$ cat src/rtl/gd_cfg_pkg.sv
// Purpose: constants for the gate driver configuration register block
// Assumes: mclk at 25 MHz, register port addressed by byte
// Notes: counts derive from the times below
//
// What this block does
// - Register sits at byte address ACh, resets to 00228000h.
// - Bits 27-26 pick output slew rate 25, 50, 125 or 200 V/us.
// - Bit 19 picks supply overvoltage trip level, 0 = 32 V, 1 = 20 V.
// - Bit 18 set enables supply overvoltage protection.
// - Bit 16 set lets overtemperature warning pull the fault pin low.
// - Bits 13-12 pick overcurrent deglitch 0.2, 0.6, 1.1 or 1.6 us.
// - Bit 11 picks overcurrent retry wait, 0 = 5 ms, 1 = 500 ms.
// - Mode 0: accepted overcurrent gives a fault latched until cleared.
// - Mode 1: overcurrent fault releases itself after the retry time.
// - Mode 2: overcurrent is reported only, outputs stay enabled.
// - Mode 3: overcurrent is neither reported nor acted on.
// - Bit 5 picks low-side demag threshold, 0 = 100 mA, 1 = 150 mA.
// - Bit 4 picks high-side demag threshold, 0 = 100 mA, 1 = 150 mA.
// - Bit 3 set enables active synchronous rectification.
// - Bit 2 set enables active asynchronous rectification.
// - Bits 1-0 pick sense gain 0.15, 0.3, 0.6 or 1.2 V/A.
package gd_cfg_pkg;
   localparam logic [7:0] CFG_ONE_ADDR = 8'hAC;
   localparam logic [31:0] CFG_ONE_RESET = 32'h00228000;
   localparam int PARITY_BIT = 31;
   localparam int SLEW_LSB = 26;
   localparam int OV_LEVEL_BIT = 19;
   localparam int OV_EN_BIT = 18;
   localparam int OVERTEMP_WARNING_REPORT_EN_BIT = 16;
   localparam int DEG_LSB = 12;
   localparam int RETRY_BIT = 11;
   localparam int OC_LVL_BIT = 10;
   localparam int MODE_LSB = 8;
   localparam int DEMAG_LS_BIT = 5;
   localparam int DEMAG_HS_BIT = 4;
   localparam int SYNC_RECT_BIT = 3;
   localparam int ASYNC_RECT_BIT = 2;
   localparam int GAIN_LSB = 0;
   typedef enum logic [1:0] {
      OC_LATCH,
      OC_RETRY,
      OC_REPORT,
      OC_IGNORE
   } oc_mode_t;
   localparam int MCLK_KHZ = 25000;
   localparam int DEG0_NS = 200;
   localparam int DEG1_NS = 600;
   localparam int DEG2_NS = 1100;
   localparam int DEG3_NS = 1600;
   localparam int DEG0_CYC = (DEG0_NS * MCLK_KHZ + 999999) / 1000000;
   localparam int DEG1_CYC = (DEG1_NS * MCLK_KHZ + 999999) / 1000000;
   localparam int DEG2_CYC = (DEG2_NS * MCLK_KHZ + 999999) / 1000000;
   localparam int DEG3_CYC = (DEG3_NS * MCLK_KHZ + 999999) / 1000000;
   localparam int DEG_W = 6;
   localparam int RETRY_SHORT_MS = 5;
   localparam int RETRY_LONG_MS = 500;
   localparam int RETRY_SHORT_CYC = RETRY_SHORT_MS * MCLK_KHZ;
   localparam int RETRY_LONG_CYC = RETRY_LONG_MS * MCLK_KHZ;
   localparam int RETRY_W = 24;
   localparam int SYNC_OC16 = 0;
   localparam int SYNC_OC24 = 1;
   localparam int SYNC_OV32 = 2;
   localparam int SYNC_OV20 = 3;
   localparam int SYNC_OTW = 4;
   localparam int SYNC_W = 5;
endpackage : gd_cfg_pkg

$ cat src/rtl/oc_guard_if.sv
// Purpose: links the register block to its overcurrent guard
// Assumes: all signals on mclk
// Notes: ctrl side drives settings, guard side drives results
`timescale 1ns/1ps
`default_nettype none
interface oc_guard_if;
   logic oc_present;
   logic [1:0] deglitch_sel;
   logic retry_sel;
   gd_cfg_pkg::oc_mode_t mode;
   logic fault_clear;
   logic oc_fault;
   logic oc_shutdown;
   modport ctrl (
      output oc_present, deglitch_sel, retry_sel, mode, fault_clear,
      input oc_fault, oc_shutdown
   );
   modport guard (
      input oc_present, deglitch_sel, retry_sel, mode, fault_clear,
      output oc_fault, oc_shutdown
   );
endinterface : oc_guard_if
`default_nettype wire

$ cat src/rtl/pin_sync_filter.sv
// Purpose: three-stage synchroniser with agreement filter
// Assumes: inputs asynchronous to mclk
// Notes: level changes once stages two and three agree
`timescale 1ns/1ps
`default_nettype none
module pin_sync_filter #(
   parameter int W = 1
) (
   input wire logic mclk,
   input wire logic rst,
   input wire logic [W-1:0] pin_in,
   output logic [W-1:0] level
);
   typedef struct packed {
      logic [W-1:0] s1;
      logic [W-1:0] s2;
      logic [W-1:0] s3;
      logic [W-1:0] lvl;
   } sync_state_t;
   sync_state_t st;
   sync_state_t next_st;
   always_comb
   begin
      next_st = st;
      next_st.s1 = pin_in;
      next_st.s2 = st.s1;
      next_st.s3 = st.s2;
      // Take stage three where it agrees, else hold
      next_st.lvl = (st.s2 & st.s3) | (st.lvl & (st.s2 | st.s3));
   end
   always_ff @(posedge mclk or posedge rst)
   begin
      if (rst)
         st <= '0;
      else
         st <= next_st;
   end
   assign level = st.lvl;
endmodule : pin_sync_filter
`default_nettype wire

$ cat src/rtl/oc_guard.sv
// Purpose: overcurrent deglitch, fault modes and retry timer
// Assumes: oc_present already synchronised
// Notes: retry counts come from the top as parameters
`timescale 1ns/1ps
`default_nettype none
module oc_guard #(
   parameter logic [23:0] RETRY_SHORT = 24'h01E848,
   parameter logic [23:0] RETRY_LONG = 24'hBEBC20
) (
   input wire logic mclk,
   input wire logic rst,
   oc_guard_if.guard g
);
   typedef enum logic [2:0] {
      IDLE,
      QUAL,
      LATCHED,
      RETRY_WAIT,
      REPORTED
   } guard_fsm_t;
   typedef struct packed {
      guard_fsm_t fsm;
      logic [gd_cfg_pkg::DEG_W-1:0] deg_cnt;
      logic [gd_cfg_pkg::RETRY_W-1:0] retry_cnt;
      logic fault;
      logic shutdown;
   } guard_state_t;
   localparam logic [5:0] D0 = 6'(gd_cfg_pkg::DEG0_CYC);
   localparam logic [5:0] D1 = 6'(gd_cfg_pkg::DEG1_CYC);
   localparam logic [5:0] D2 = 6'(gd_cfg_pkg::DEG2_CYC);
   localparam logic [5:0] D3 = 6'(gd_cfg_pkg::DEG3_CYC);
   guard_state_t st;
   guard_state_t next_st;
   logic [5:0] deg_target;
   logic [23:0] retry_target;
   always_comb
   begin
      unique case (g.deglitch_sel)
         2'h0: deg_target = D0;
         2'h1: deg_target = D1;
         2'h2: deg_target = D2;
         2'h3: deg_target = D3;
      endcase
      retry_target = g.retry_sel ? RETRY_LONG : RETRY_SHORT;
      next_st = st;
      unique case (st.fsm)
         IDLE:
         begin
            if (g.oc_present && g.mode != gd_cfg_pkg::OC_IGNORE)
            begin
               next_st.fsm = QUAL;
               next_st.deg_cnt = 6'h01;
            end
         end
         QUAL:
         begin
            if (!g.oc_present || g.mode == gd_cfg_pkg::OC_IGNORE)
               next_st.fsm = IDLE;
            else if (st.deg_cnt < deg_target)
               next_st.deg_cnt = st.deg_cnt + 6'h01;
            else
            begin
               next_st.fault = 1'b1;
               next_st.retry_cnt = '0;
               unique case (g.mode)
                  gd_cfg_pkg::OC_LATCH:
                  begin
                     next_st.fsm = LATCHED;
                     next_st.shutdown = 1'b1;
                  end
                  gd_cfg_pkg::OC_RETRY:
                  begin
                     next_st.fsm = RETRY_WAIT;
                     next_st.shutdown = 1'b1;
                  end
                  gd_cfg_pkg::OC_REPORT:
                     next_st.fsm = REPORTED;
                  gd_cfg_pkg::OC_IGNORE:
                  begin
                     next_st.fsm = IDLE;
                     next_st.fault = 1'b0;
                  end
               endcase
            end
         end
         RETRY_WAIT:
         begin
            if (st.retry_cnt >= retry_target - 24'h000001)
            begin
               next_st.fsm = IDLE;
               next_st.fault = 1'b0;
               next_st.shutdown = 1'b0;
            end
            else
               next_st.retry_cnt = st.retry_cnt + 24'h000001;
         end
         LATCHED, REPORTED:
         begin
            // Clear restarts qualification if the event persists
            if (g.fault_clear)
            begin
               next_st.fsm = g.oc_present ? QUAL : IDLE;
               next_st.deg_cnt = 6'h01;
               next_st.fault = 1'b0;
               next_st.shutdown = 1'b0;
            end
         end
      endcase
   end
   always_ff @(posedge mclk or posedge rst)
   begin
      if (rst)
         st <= '{fsm: IDLE, default: '0};
      else
         st <= next_st;
   end
   assign g.oc_fault = st.fault;
   assign g.oc_shutdown = st.shutdown;
endmodule : oc_guard
`default_nettype wire

$ cat src/rtl/gd_config_one.sv
// Purpose: gate driver configuration register and its fault actions
// Assumes: register port and loader on mclk, comparators asynchronous
// Notes: unmapped reads return zero, unmapped writes are dropped
`timescale 1ns/1ps
`default_nettype none
module gd_config_one #(
   parameter logic [23:0] RETRY_SHORT_CYC =
      24'(gd_cfg_pkg::RETRY_SHORT_CYC),
   parameter logic [23:0] RETRY_LONG_CYC =
      24'(gd_cfg_pkg::RETRY_LONG_CYC)
) (
   input wire logic mclk,
   input wire logic rst,
   input wire logic [7:0] reg_addr,
   input wire logic reg_wr,
   input wire logic reg_rd,
   input wire logic [31:0] reg_wdata,
   output logic [31:0] reg_rdata,
   output logic reg_rvalid,
   input wire logic cfg_load,
   input wire logic [31:0] cfg_load_data,
   input wire logic fault_clear,
   input wire logic oc_16a_raw,
   input wire logic oc_24a_raw,
   input wire logic ov_32v_raw,
   input wire logic ov_20v_raw,
   input wire logic overtemp_warn_raw,
   output logic fault_out_n,
   output logic drivers_off,
   output logic [1:0] slew_rate_sel,
   output logic supply_overvoltage_level_sel,
   output logic supply_overvoltage_protect_en,
   output logic overtemp_warning_report_en,
   output logic [1:0] overcurrent_deglitch_sel,
   output logic overcurrent_retry_time_sel,
   output logic overcurrent_trip_level_sel,
   output logic [1:0] overcurrent_fault_mode,
   output logic demag_cmp_thresh_low_side,
   output logic demag_cmp_thresh_high_side,
   output logic sync_rectify_en,
   output logic async_rectify_en,
   output logic [1:0] current_sense_gain_sel,
   output logic parity_bit
);
   typedef struct packed {
      logic [31:0] cfg;
      logic [31:0] rdata;
      logic rvalid;
      logic ov_fault;
      logic fault_n;
      logic drv_off;
   } top_state_t;
   top_state_t st;
   top_state_t next_st;
   logic [gd_cfg_pkg::SYNC_W-1:0] raw_bus;
   logic [gd_cfg_pkg::SYNC_W-1:0] lvl;
   logic addr_hit;
   logic oc_sel;
   logic ov_sel;
   logic otw_report;
   oc_guard_if gif ();

   // Comparator inputs enter through the filtered synchroniser
   assign raw_bus = {overtemp_warn_raw, ov_20v_raw, ov_32v_raw,
                     oc_24a_raw, oc_16a_raw};
   pin_sync_filter #(
      .W(gd_cfg_pkg::SYNC_W)
   ) u_sync (
      .mclk(mclk),
      .rst(rst),
      .pin_in(raw_bus),
      .level(lvl)
   );

   // Guard settings straight from the stored fields
   assign gif.oc_present = oc_sel;
   assign gif.deglitch_sel =
      st.cfg[gd_cfg_pkg::DEG_LSB +: 2];
   assign gif.retry_sel = st.cfg[gd_cfg_pkg::RETRY_BIT];
   assign gif.mode =
      gd_cfg_pkg::oc_mode_t'(st.cfg[gd_cfg_pkg::MODE_LSB +: 2]);
   assign gif.fault_clear = fault_clear;
   oc_guard #(
      .RETRY_SHORT(RETRY_SHORT_CYC),
      .RETRY_LONG(RETRY_LONG_CYC)
   ) u_guard (
      .mclk(mclk),
      .rst(rst),
      .g(gif)
   );

   always_comb
   begin
      addr_hit = reg_addr == gd_cfg_pkg::CFG_ONE_ADDR;
      // Trip level picks which comparator counts
      oc_sel = st.cfg[gd_cfg_pkg::OC_LVL_BIT] ?
         lvl[gd_cfg_pkg::SYNC_OC24] :
         lvl[gd_cfg_pkg::SYNC_OC16];
      ov_sel = st.cfg[gd_cfg_pkg::OV_LEVEL_BIT] ?
         lvl[gd_cfg_pkg::SYNC_OV20] :
         lvl[gd_cfg_pkg::SYNC_OV32];
      otw_report = lvl[gd_cfg_pkg::SYNC_OTW] &
         st.cfg[gd_cfg_pkg::OVERTEMP_WARNING_REPORT_EN_BIT];
      next_st = st;
      // Loader wins over a register write in the same cycle
      if (cfg_load)
         next_st.cfg = cfg_load_data;
      else if (reg_wr && addr_hit)
         next_st.cfg = reg_wdata;
      next_st.rvalid = reg_rd;
      if (reg_rd)
         next_st.rdata = addr_hit ? st.cfg : 32'h00000000;
      next_st.ov_fault = ov_sel &
         st.cfg[gd_cfg_pkg::OV_EN_BIT];
      next_st.drv_off = gif.oc_shutdown | st.ov_fault;
      next_st.fault_n = ~(gif.oc_fault | st.ov_fault |
         otw_report);
   end

   always_ff @(posedge mclk or posedge rst)
   begin
      if (rst)
         st <= '{cfg: gd_cfg_pkg::CFG_ONE_RESET, fault_n: 1'b1,
                 default: '0};
      else
         st <= next_st;
   end

   assign reg_rdata = st.rdata;
   assign reg_rvalid = st.rvalid;
   assign fault_out_n = st.fault_n;
   assign drivers_off = st.drv_off;
   assign slew_rate_sel = st.cfg[gd_cfg_pkg::SLEW_LSB +: 2];
   assign supply_overvoltage_level_sel =
      st.cfg[gd_cfg_pkg::OV_LEVEL_BIT];
   assign supply_overvoltage_protect_en =
      st.cfg[gd_cfg_pkg::OV_EN_BIT];
   assign overtemp_warning_report_en =
      st.cfg[gd_cfg_pkg::OVERTEMP_WARNING_REPORT_EN_BIT];
   assign overcurrent_deglitch_sel = st.cfg[gd_cfg_pkg::DEG_LSB +: 2];
   assign overcurrent_retry_time_sel = st.cfg[gd_cfg_pkg::RETRY_BIT];
   assign overcurrent_trip_level_sel =
      st.cfg[gd_cfg_pkg::OC_LVL_BIT];
   assign overcurrent_fault_mode = st.cfg[gd_cfg_pkg::MODE_LSB +: 2];
   assign demag_cmp_thresh_low_side =
      st.cfg[gd_cfg_pkg::DEMAG_LS_BIT];
   assign demag_cmp_thresh_high_side =
      st.cfg[gd_cfg_pkg::DEMAG_HS_BIT];
   assign sync_rectify_en = st.cfg[gd_cfg_pkg::SYNC_RECT_BIT];
   assign async_rectify_en =
      st.cfg[gd_cfg_pkg::ASYNC_RECT_BIT];
   assign current_sense_gain_sel =
      st.cfg[gd_cfg_pkg::GAIN_LSB +: 2];
   assign parity_bit = st.cfg[gd_cfg_pkg::PARITY_BIT];
endmodule : gd_config_one
`default_nettype wire

$ cat config.mk
export PLATFORM = sky130hd
export DESIGN_NAME = gd_config_one
export DESIGN_NICKNAME = d
export VERILOG_FILES = /design/src/rtl/gd_cfg_pkg.sv /design/src/rtl/oc_guard_if.sv /design/src/rtl/pin_sync_filter.sv /design/src/rtl/oc_guard.sv /design/src/rtl/gd_config_one.sv
export SDC_FILE = /design/constraint.sdc
export NUM_CORES = 1
export LEC_CHECK = 0
export BUFFER_PORTS_ARGS = -buffer_cell sky130_fd_sc_hd__buf_2
export CAP_MARGIN = 40
export CORE_ASPECT_RATIO = 0.8
export CORE_MARGIN = 1
export CORE_UTILIZATION = 40
export DETAILED_ROUTE_END_ITERATION = 8
export GPL_ROUTABILITY_DRIVEN = 1
export REMOVE_ABC_BUFFERS = 1
export SYNTH_ARGS = -nofsm -noshare
export SYNTH_HDL_FRONTEND = slang
export SYNTH_HIERARCHICAL = 1
export SYNTH_SLANG_ARGS = --single-unit
$ cat constraint.sdc
create_clock -name mclk -period 4.1 [get_ports mclk]
set_clock_uncertainty 0.05 [all_clocks]
set_input_delay 0.41 -clock mclk [delete_from_list [all_inputs] [get_ports mclk]]
set_output_delay 0.41 -clock mclk [all_outputs]
set_load 0.02 [all_outputs]
==> results of run 1 <==
placed cells by master (no fill, tap or decap), types with 2 or more instances in the layout:
| cell | instances |
|---|---|
| mux2i_1 | 6 |
| inv_1 | 14 |
| buf_2 | 135 |
| nand2b_1 | 36 |
| nand2_1 | 21 |
| a21oi_1 | 13 |
| nand4b_1 | 3 |
| a22o_1 | 32 |
| o211ai_1 | 4 |
| nor2b_1 | 3 |
| o21ai_0 | 16 |
| a211oi_1 | 5 |
| xor2_1 | 5 |
| maj3_2 | 5 |
| bufinv_16 | 2 |
| nor3_1 | 10 |
| o221a_1 | 30 |
| nor2_1 | 25 |
| clkbuf_16 | 17 |
| or4_1 | 6 |
| or2_2 | 4 |
| nand4bb_1 | 2 |
| dfrtp_1 | 119 |
| o31ai_1 | 9 |
| or3_1 | 4 |
| nand3_1 | 19 |
| nor4_1 | 3 |
| mux2_2 | 2 |
| clkinv_2 | 3 |
| xnor2_1 | 4 |
| nand4_1 | 8 |
| dfstp_2 | 4 |
| buf_4 | 7 |
| ha_1 | 20 |
| clkbuf_8 | 5 |
| clkinvlp_4 | 4 |
| o221a_2 | 2 |
| and3_1 | 5 |
| o21a_1 | 3 |
routing by layer:
metal | share of wire (%) | vias to the layer above | track usage, %
li1 | - | 2100 | -
met1 | 48 | 2226 | 27.33
met2 | 45 | 132 | 28.75
met3 | 5.4 | 13 | 5.204
met4 | 1.5 | 0 | 7.852
met5 | 0 | - | 0
flip-flops by register name, indices dropped and copies added, names as in the netlist, 2 cells and up:
signal	count
u_sync/level	5
reg_rdata	32
u_sync/next_st	10
current_sense_gain_sel	2
st	15
overcurrent_fault_mode	2
slew_rate_sel	2
overcurrent_deglitch_sel	2
u_sync/st	5
u_guard/st	33
cell families after synthesis:
logic type               after synthesis
XOR/XNOR                               9
AO/OA/AOI/OAI                        127
adder cells (fa/ha/maj)               25
multiplexers                           8
buffers and inverters                 84
AND/OR/NAND/NOR                      156
flip-flops                           123
power by group through the flow:
stage | clock, mW | combinational (mW) | sequential [mW]
2_1_floorplan | 0 | 0.220 | 1.41
3_3_place_gp | 0 | 0.376 | 1.40
3_5_place_dp | 0 | 0.387 | 1.40
4_1_cts | 1.54 | 0.388 | 1.38
5_1_grt | 1.60 | 0.434 | 1.40
6_report | 1.51 | 0.384 | 1.38
area by class of cell:
cell class	count	share of cell area, %
Tap cell	184	3.231
Clock buffer	22	6.937
Multi-Input combinational cell	325	33.95
Timing Repair Buffer	142	10.22
Inverter	15	0.7903
Sequential cell	123	43.27
Clock inverter	10	1.598
per-stage QoR:
stage	cell area, um^2	setup WS [ns]
3_3_place_gp	6516	0.8697
6_report	7124	0.8005
4_1_cts	7124	0.7530
5_1_grt	7124	0.4746
2_1_floorplan	5539	0.9602
3_5_place_dp	6516	0.7538
worst reg2reg max path, delay by kind of cell (launching register included):
| kind | cells | cell delay [ns] |
|---|---|---|
| adder cells (fa/ha/maj) | 1 | 0.32 |
| flip-flops | 1 | 0.47 |
| AND/OR/NAND/NOR | 2 | 1.05 |
| buffers and inverters | 1 | 0.31 |
| AO/OA/AOI/OAI | 4 | 1.03 |
worst max path at each step:
stage	startpoint	end	slack [ns]	depth (start not counted)
6_report	overcurrent_retry_time_sel$_DFFE_PP0P_	u_guard/st[22]$_DFFE_PP0P_	0.80	8
5_1_grt	overcurrent_retry_time_sel$_DFFE_PP0P_	u_guard/st[22]$_DFFE_PP0P_	0.47	8
3_5_place_dp	overcurrent_retry_time_sel$_DFFE_PP0P_	u_guard/st[12]$_DFFE_PP0P_	0.75	8
2_1_floorplan	overcurrent_retry_time_sel$_DFFE_PP0P_	u_guard/st[25]$_DFFE_PP0P_	0.96	8
3_3_place_gp	overcurrent_retry_time_sel$_DFFE_PP0P_	u_guard/st[23]$_DFFE_PP0P_	0.87	8
4_1_cts	overcurrent_retry_time_sel$_DFFE_PP0P_	u_guard/st[12]$_DFFE_PP0P_	0.75	8
==> impl_metrics.csv, run 1 <==
group,metric,value,unit
status,status,"complete, no violations",
synth,synth_top_area_share,49.67,%
finish,nets,727,
setup_path,end_kind,"flip-flop",
timing,relSlewSlack,36.47,%
synth,synthMuxAreaShare,1.377,%
setup_path,arrival,3.59,ns
finish,multi_input_comb_area,0.002419,mm^2
clock_tree,cts_resized,0,
timing,grt_setup_unrepaired,"no",
synth,yosysUniqueCellTypes,55,
timing,maxSlewViolCount,0,
finish,final_util,49.32,%
place,port_buffers,135,
setup_path,rr_endpoint,"u_guard/st[22]$_DFFE_PP0P_",
synth,synthFlopType,"dfrtp_1",
place,hpwl,10.09,mm
setup_path,critPathSlowestCell,"or4_1",
synth,ys_async_sr_fraction,100.0,%
grt,grt-ovfl-total,0,
grt,grt.total_usage,19.53,%
timing,tightest_slew,0.9449,ns
grt,antenna_found_initial,1,
synth,ys.warnings.count,6,
power,p_leak,3.322,nW
die,die_height,111.5,um
synth,synthSimpleGateAreaFrac,14.36,%
drt,dr.pass1.iters,6,
setup_path,ff2ff_path_depth,8,
clock_tree,ctsLongestPathBuffers,2,
die,dieArea,0.01549,mm^2
clock_tree,cts_setup_buffers,0,
timing,totalNegativeSetupSlack,0,ns
drt,finalWirelength,14.04,mm
timing,timing_hold_violations_final,0,
power,power_density,459.2,mW/mm^2
finish,drive_gt1_share,31.08,%
grt,grt_pass1_vias,4503,
timing,min_period_over_period,80.48,%
finish,synthToLayoutAreaGrowth,18.82,%
power,power_frac_comb,11.7,%
clock_tree,ctsHoldBuffers,0,
clock_tree,tritoncts,"yes",
clock_tree,cts.sinks,123,
die,pin_count,136,
setup_path,path_delay_family,"simple AND/OR/NAND/NOR gates",
die,fp.dieW,138.9,um
synth,synth_xor_area_share,1.315,%
worst_hold_path,hold_path.class,"input pin to flip-flop",
setup_path,rrSetupSlack,0.80,ns
finish,antenna-diode-count,0,
drt,ant_nets,0,
synth,yosysMostFrequentCell,"dfrtp_1",
power,p_switching,832.3,uW
power,totalPowerFinal,3.271,mW
clock_tree,clk_latency,0.41,ns
synth,synth_edf_count,0,
place,place.gp.congestion,0.8398,
synth,syn_avg_cell_area,11.27,um^2
worst_hold_path,min-delay-start,"ov_20v_raw",
power,pwr-share-seq,42.2,%
die,coreArea,0.01444,mm^2
die,rows,39,
synth,synth_top_family_by_area,"compound AO/OA/AOI/OAI gates",
drt,viasPerCell,5.446,
power,pwr-share-clk,46.0,%
grt,grt_pass1_wl,23.43,mm
setup_path,r2r_start,"overcurrent_retry_time_sel$_DFFE_PP0P_",
synth,syn_inst,532,
synth,yosys-top-cells-area,"dfrtp_1, buf_4, o221a_1",
synth,ys_top_cells_by_count,"dfrtp_1, buf_4, nand2b_1, a22o_1, o221a_1",
worst_hold_path,whs_path_depth,1,
synth,syn-cell-area,0.005996,mm^2
place,placed_cells,789,
finish,fill_cells,1281,
finish,regArea,0.003083,mm^2
setup_path,slowest_delay,0.64,ns
clock_tree,cts-root-buf,"clkbuf_16",
setup_path,crit_chain,"inv_1, ha_1, a211o_1, a2111oi_4, o21a_1, nand3_1, or4_1, a21oi_1",
power,power.internal,2.439,mW
synth,synth_compound_area_share,17.86,%
clock_tree,clkTransAtPathRegs,0.06,ns
timing,fin_crit,3.299,ns
clock_tree,htree_levels,4,
die,initial_core_util,41.51,%
synth,synth_top_area_cell,"dfrtp_1",
drt,drc,0,
grt,grt_max_degree,36,
setup_path,critPathKind,"flip-flop to flip-flop",
timing,finalSetupViolations,0,
drt,wl_per_cell,17.10,um
power,switching_share,25.44,%
power,ir_drop,0.0003560,V
setup_path,start_kind,"flip-flop",
drt,num_vias,4471,
drt,drt_iter0_drc,280,
setup_path,crit_fanout,17,
synth,synthAdderAreaFrac,5.113,%
timing,max_freq,303.1,MHz
clock_tree,cts_buffers,17,
synth,yosys_register_bits,123,
synth,synth-seq-area-share,51.42,%
setup_path,cp_num_buf_inv,1,
finish,final_cells,821,
timing,hold_ws,0.05379,ns
setup_path,cp.required,4.39,ns
worst_hold_path,hold_path_end,"u_sync/next_st[13]$_DFF_PP0_",
job,drv_cap,0,
Power figures use the tool's default switching activity.
==> run 2: changes to the inputs <==
clock period = 3.1 ns   (was 4.1 ns; I/O delays follow)
==> impl_metrics.csv, run 2 (same netlist as run 1, synthesis figures left out) <==
group,metric,value,unit
timing,hold_ws,0.1315,ns
timing,fin_crit,2.927,ns
clock_tree,cts-root-buf,"clkbuf_16",
drt,drc,4,
die,fp.dieW,138.9,um
worst_hold_path,hold_path.class,"input pin to flip-flop",
drt,drt_iter0_drc,327,
power,power_density,598.4,mW/mm^2
place,placed_cells,799,
status,violations,"design-rule violations",
power,pwr-share-seq,41.9,%
finish,nets,744,
place,place.gp.congestion,0.8358,
power,p_switching,1.099,mW
finish,fill_cells,1305,
clock_tree,clk_latency,0.41,ns
timing,min_period_over_period,94.41,%
timing,relSlewSlack,52.72,%
finish,final_cell_mix,"buf_2, dfrtp_1, nand2b_1",
job,drv_cap,0,
timing,grt_setup_unrepaired,"no",
place,port_buffers,135,
clock_tree,htree_levels,4,
setup_path,start_kind,"flip-flop",
finish,multi_input_comb_area,0.002419,mm^2
power,ir_drop,0.0004193,V
die,coreArea,0.01444,mm^2
drt,viasPerCell,5.338,
setup_path,critPathKind,"flip-flop to flip-flop",
finish,antenna-diode-count,0,
power,switching_share,25.19,%
finish,synthToLayoutAreaGrowth,21.60,%
die,initial_core_util,41.51,%
die,pin_count,136,
power,power_frac_comb,12.2,%
power,power.internal,3.264,mW
drt,ant_nets,0,
place,dpl-instance-area,0.006616,mm^2
drt,num_vias,4473,
setup_path,cp.required,3.38,ns
setup_path,arrival,3.20,ns
timing,maxSlewViolCount,0,
place,hpwl,9.916,mm
timing,max_freq,341.7,MHz
power,p_leak,3.405,nW
drt,wl_per_cell,16.47,um
clock_tree,clkTransAtPathRegs,0.06,ns
grt,grt-ovfl-total,0,
drt,dr.pass1.iters,6,
drt,finalWirelength,13.80,mm
grt,grt_pass1_vias,4493,
die,rows,39,
die,die_height,111.5,um
finish,regArea,0.003083,mm^2
finish,final_cells,838,
grt,grt_max_degree,36,
timing,finalSetupViolations,0,
finish,top_register,"u_guard/st",
grt,antenna_found_initial,0,
finish,final_area,0.007291,mm^2
timing,timing_hold_violations_final,0,
grt,grt_pass1_wl,22.66,mm
status,status,"finished with violations",
clock_tree,cts_buffers,17,
clock_tree,ctsLongestPathBuffers,2,
clock_tree,tritoncts,"yes",
die,dieArea,0.01549,mm^2
timing,final.setup.worst_slack,0.1732,ns
power,pwr-share-clk,45.9,%
setup_path,crit_fanout,14,
clock_tree,cts.sinks,123,
place,dp_slack,0.01342,ns
timing,tightest_slew,0.7085,ns
finish,mostFrequentLayoutCell,"buf_2",
setup_path,end_kind,"flip-flop",
finish,drive_gt1_share,31.65,%
grt,grt.total_usage,18.79,%
finish,largest_reg_flops,33,
==> run 2: cell types whose count changed in the layout (fill, tap and decap cells not counted), sizes merged <==
cell         delta
dlygate4sd3     +7
bufinv          +1
clkbuf          -1
buf            +10
==> run 2: critical path, stage by stage (launching register included) <==
cell	delay, ns
dfrtp_1	0.38
inv_2	0.12
buf_4	0.16
ha_1	0.25
a211oi_1	0.19
a21boi_0	0.13
o311a_1	0.35
or4_4	0.59
or4_1	0.46
a21oi_1	0.17
==> run 2: cell type report <==
type	count	share of cell area [%]
multi-input combinational	325	33.17
tap	184	3.158
clock buffer	21	6.315
sequential	123	42.29
timing repair buffer	159	12.32
inverter	15	0.7723
clock inverter	11	1.974
==> run 2: worst paths after layout <==
check,startpoint,to,slack (ns),cells past startpoint
min,reg_wdata[22],st[58]$_DFFE_PP0P_,0.13,2
min reg2reg,u_sync/next_st[10]$_DFF_PP0_,u_sync/next_st[5]$_DFF_PP0_,0.30,0
max reg2reg,overcurrent_retry_time_sel$_DFFE_PP0P_,u_guard/st[23]$_DFFE_PP0P_,0.17,9
min in group asynchronous,rst,st[2]$_DFF_PP0_,0.53,3
max in group asynchronous,rst,st[53]$_DFFE_PP1P_,1.65,4
max,overcurrent_retry_time_sel$_DFFE_PP0P_,u_guard/st[23]$_DFFE_PP0P_,0.17,9
==> run 2: stage by stage <==
| step | power [mW] | setup TNS [ns] | util [%] |
|---|---|---|---|
| floorplan | 2.159 | -0.07948 | - |
| global placement | 2.366 | 0 | 45.81 |
| detailed placement | 2.382 | 0 | 45.81 |
| CTS | 4.408 | 0 | 50.48 |
| global route | 4.565 | 0 | 50.48 |
| finish | 4.363 | 0 | 50.48 |
==> run 2: timing repair <==
action | in CTS | in global routing
endpoints found under the setup margin | 1 | 8
resized for setup | 0 | 1
setup buffers | 0 | 0
pin swaps | 1 | 0
endpoints found under the hold margin | 43 | 0
hold buffers | 7 | 0
==> run 2: power groups by stage <==
| stage | combinational (mW) | clock [mW] | sequential (mW) |
|---|---|---|---|
| finish | 0.534 | 2.00 | 1.83 |
| global route | 0.605 | 2.12 | 1.84 |
| floorplan | 0.291 | 0 | 1.87 |
| CTS | 0.540 | 2.04 | 1.82 |
| global placement | 0.518 | 0 | 1.85 |
| detailed placement | 0.530 | 0 | 1.85 |
==> run 2: routing by layer <==
metal / part of all wire, % / track usage, % / vias up / wire length [um]
li1: - / - / 2142 / -
met1: 48 / 25.59 / 2185 / 6579
met2: 45 / 28.42 / 124 / 6231
met3: 5.0 / 4.903 / 22 / 695
met4: 2.1 / 8.000 / 0 / 293
met5: 0 / 0 / - / 0
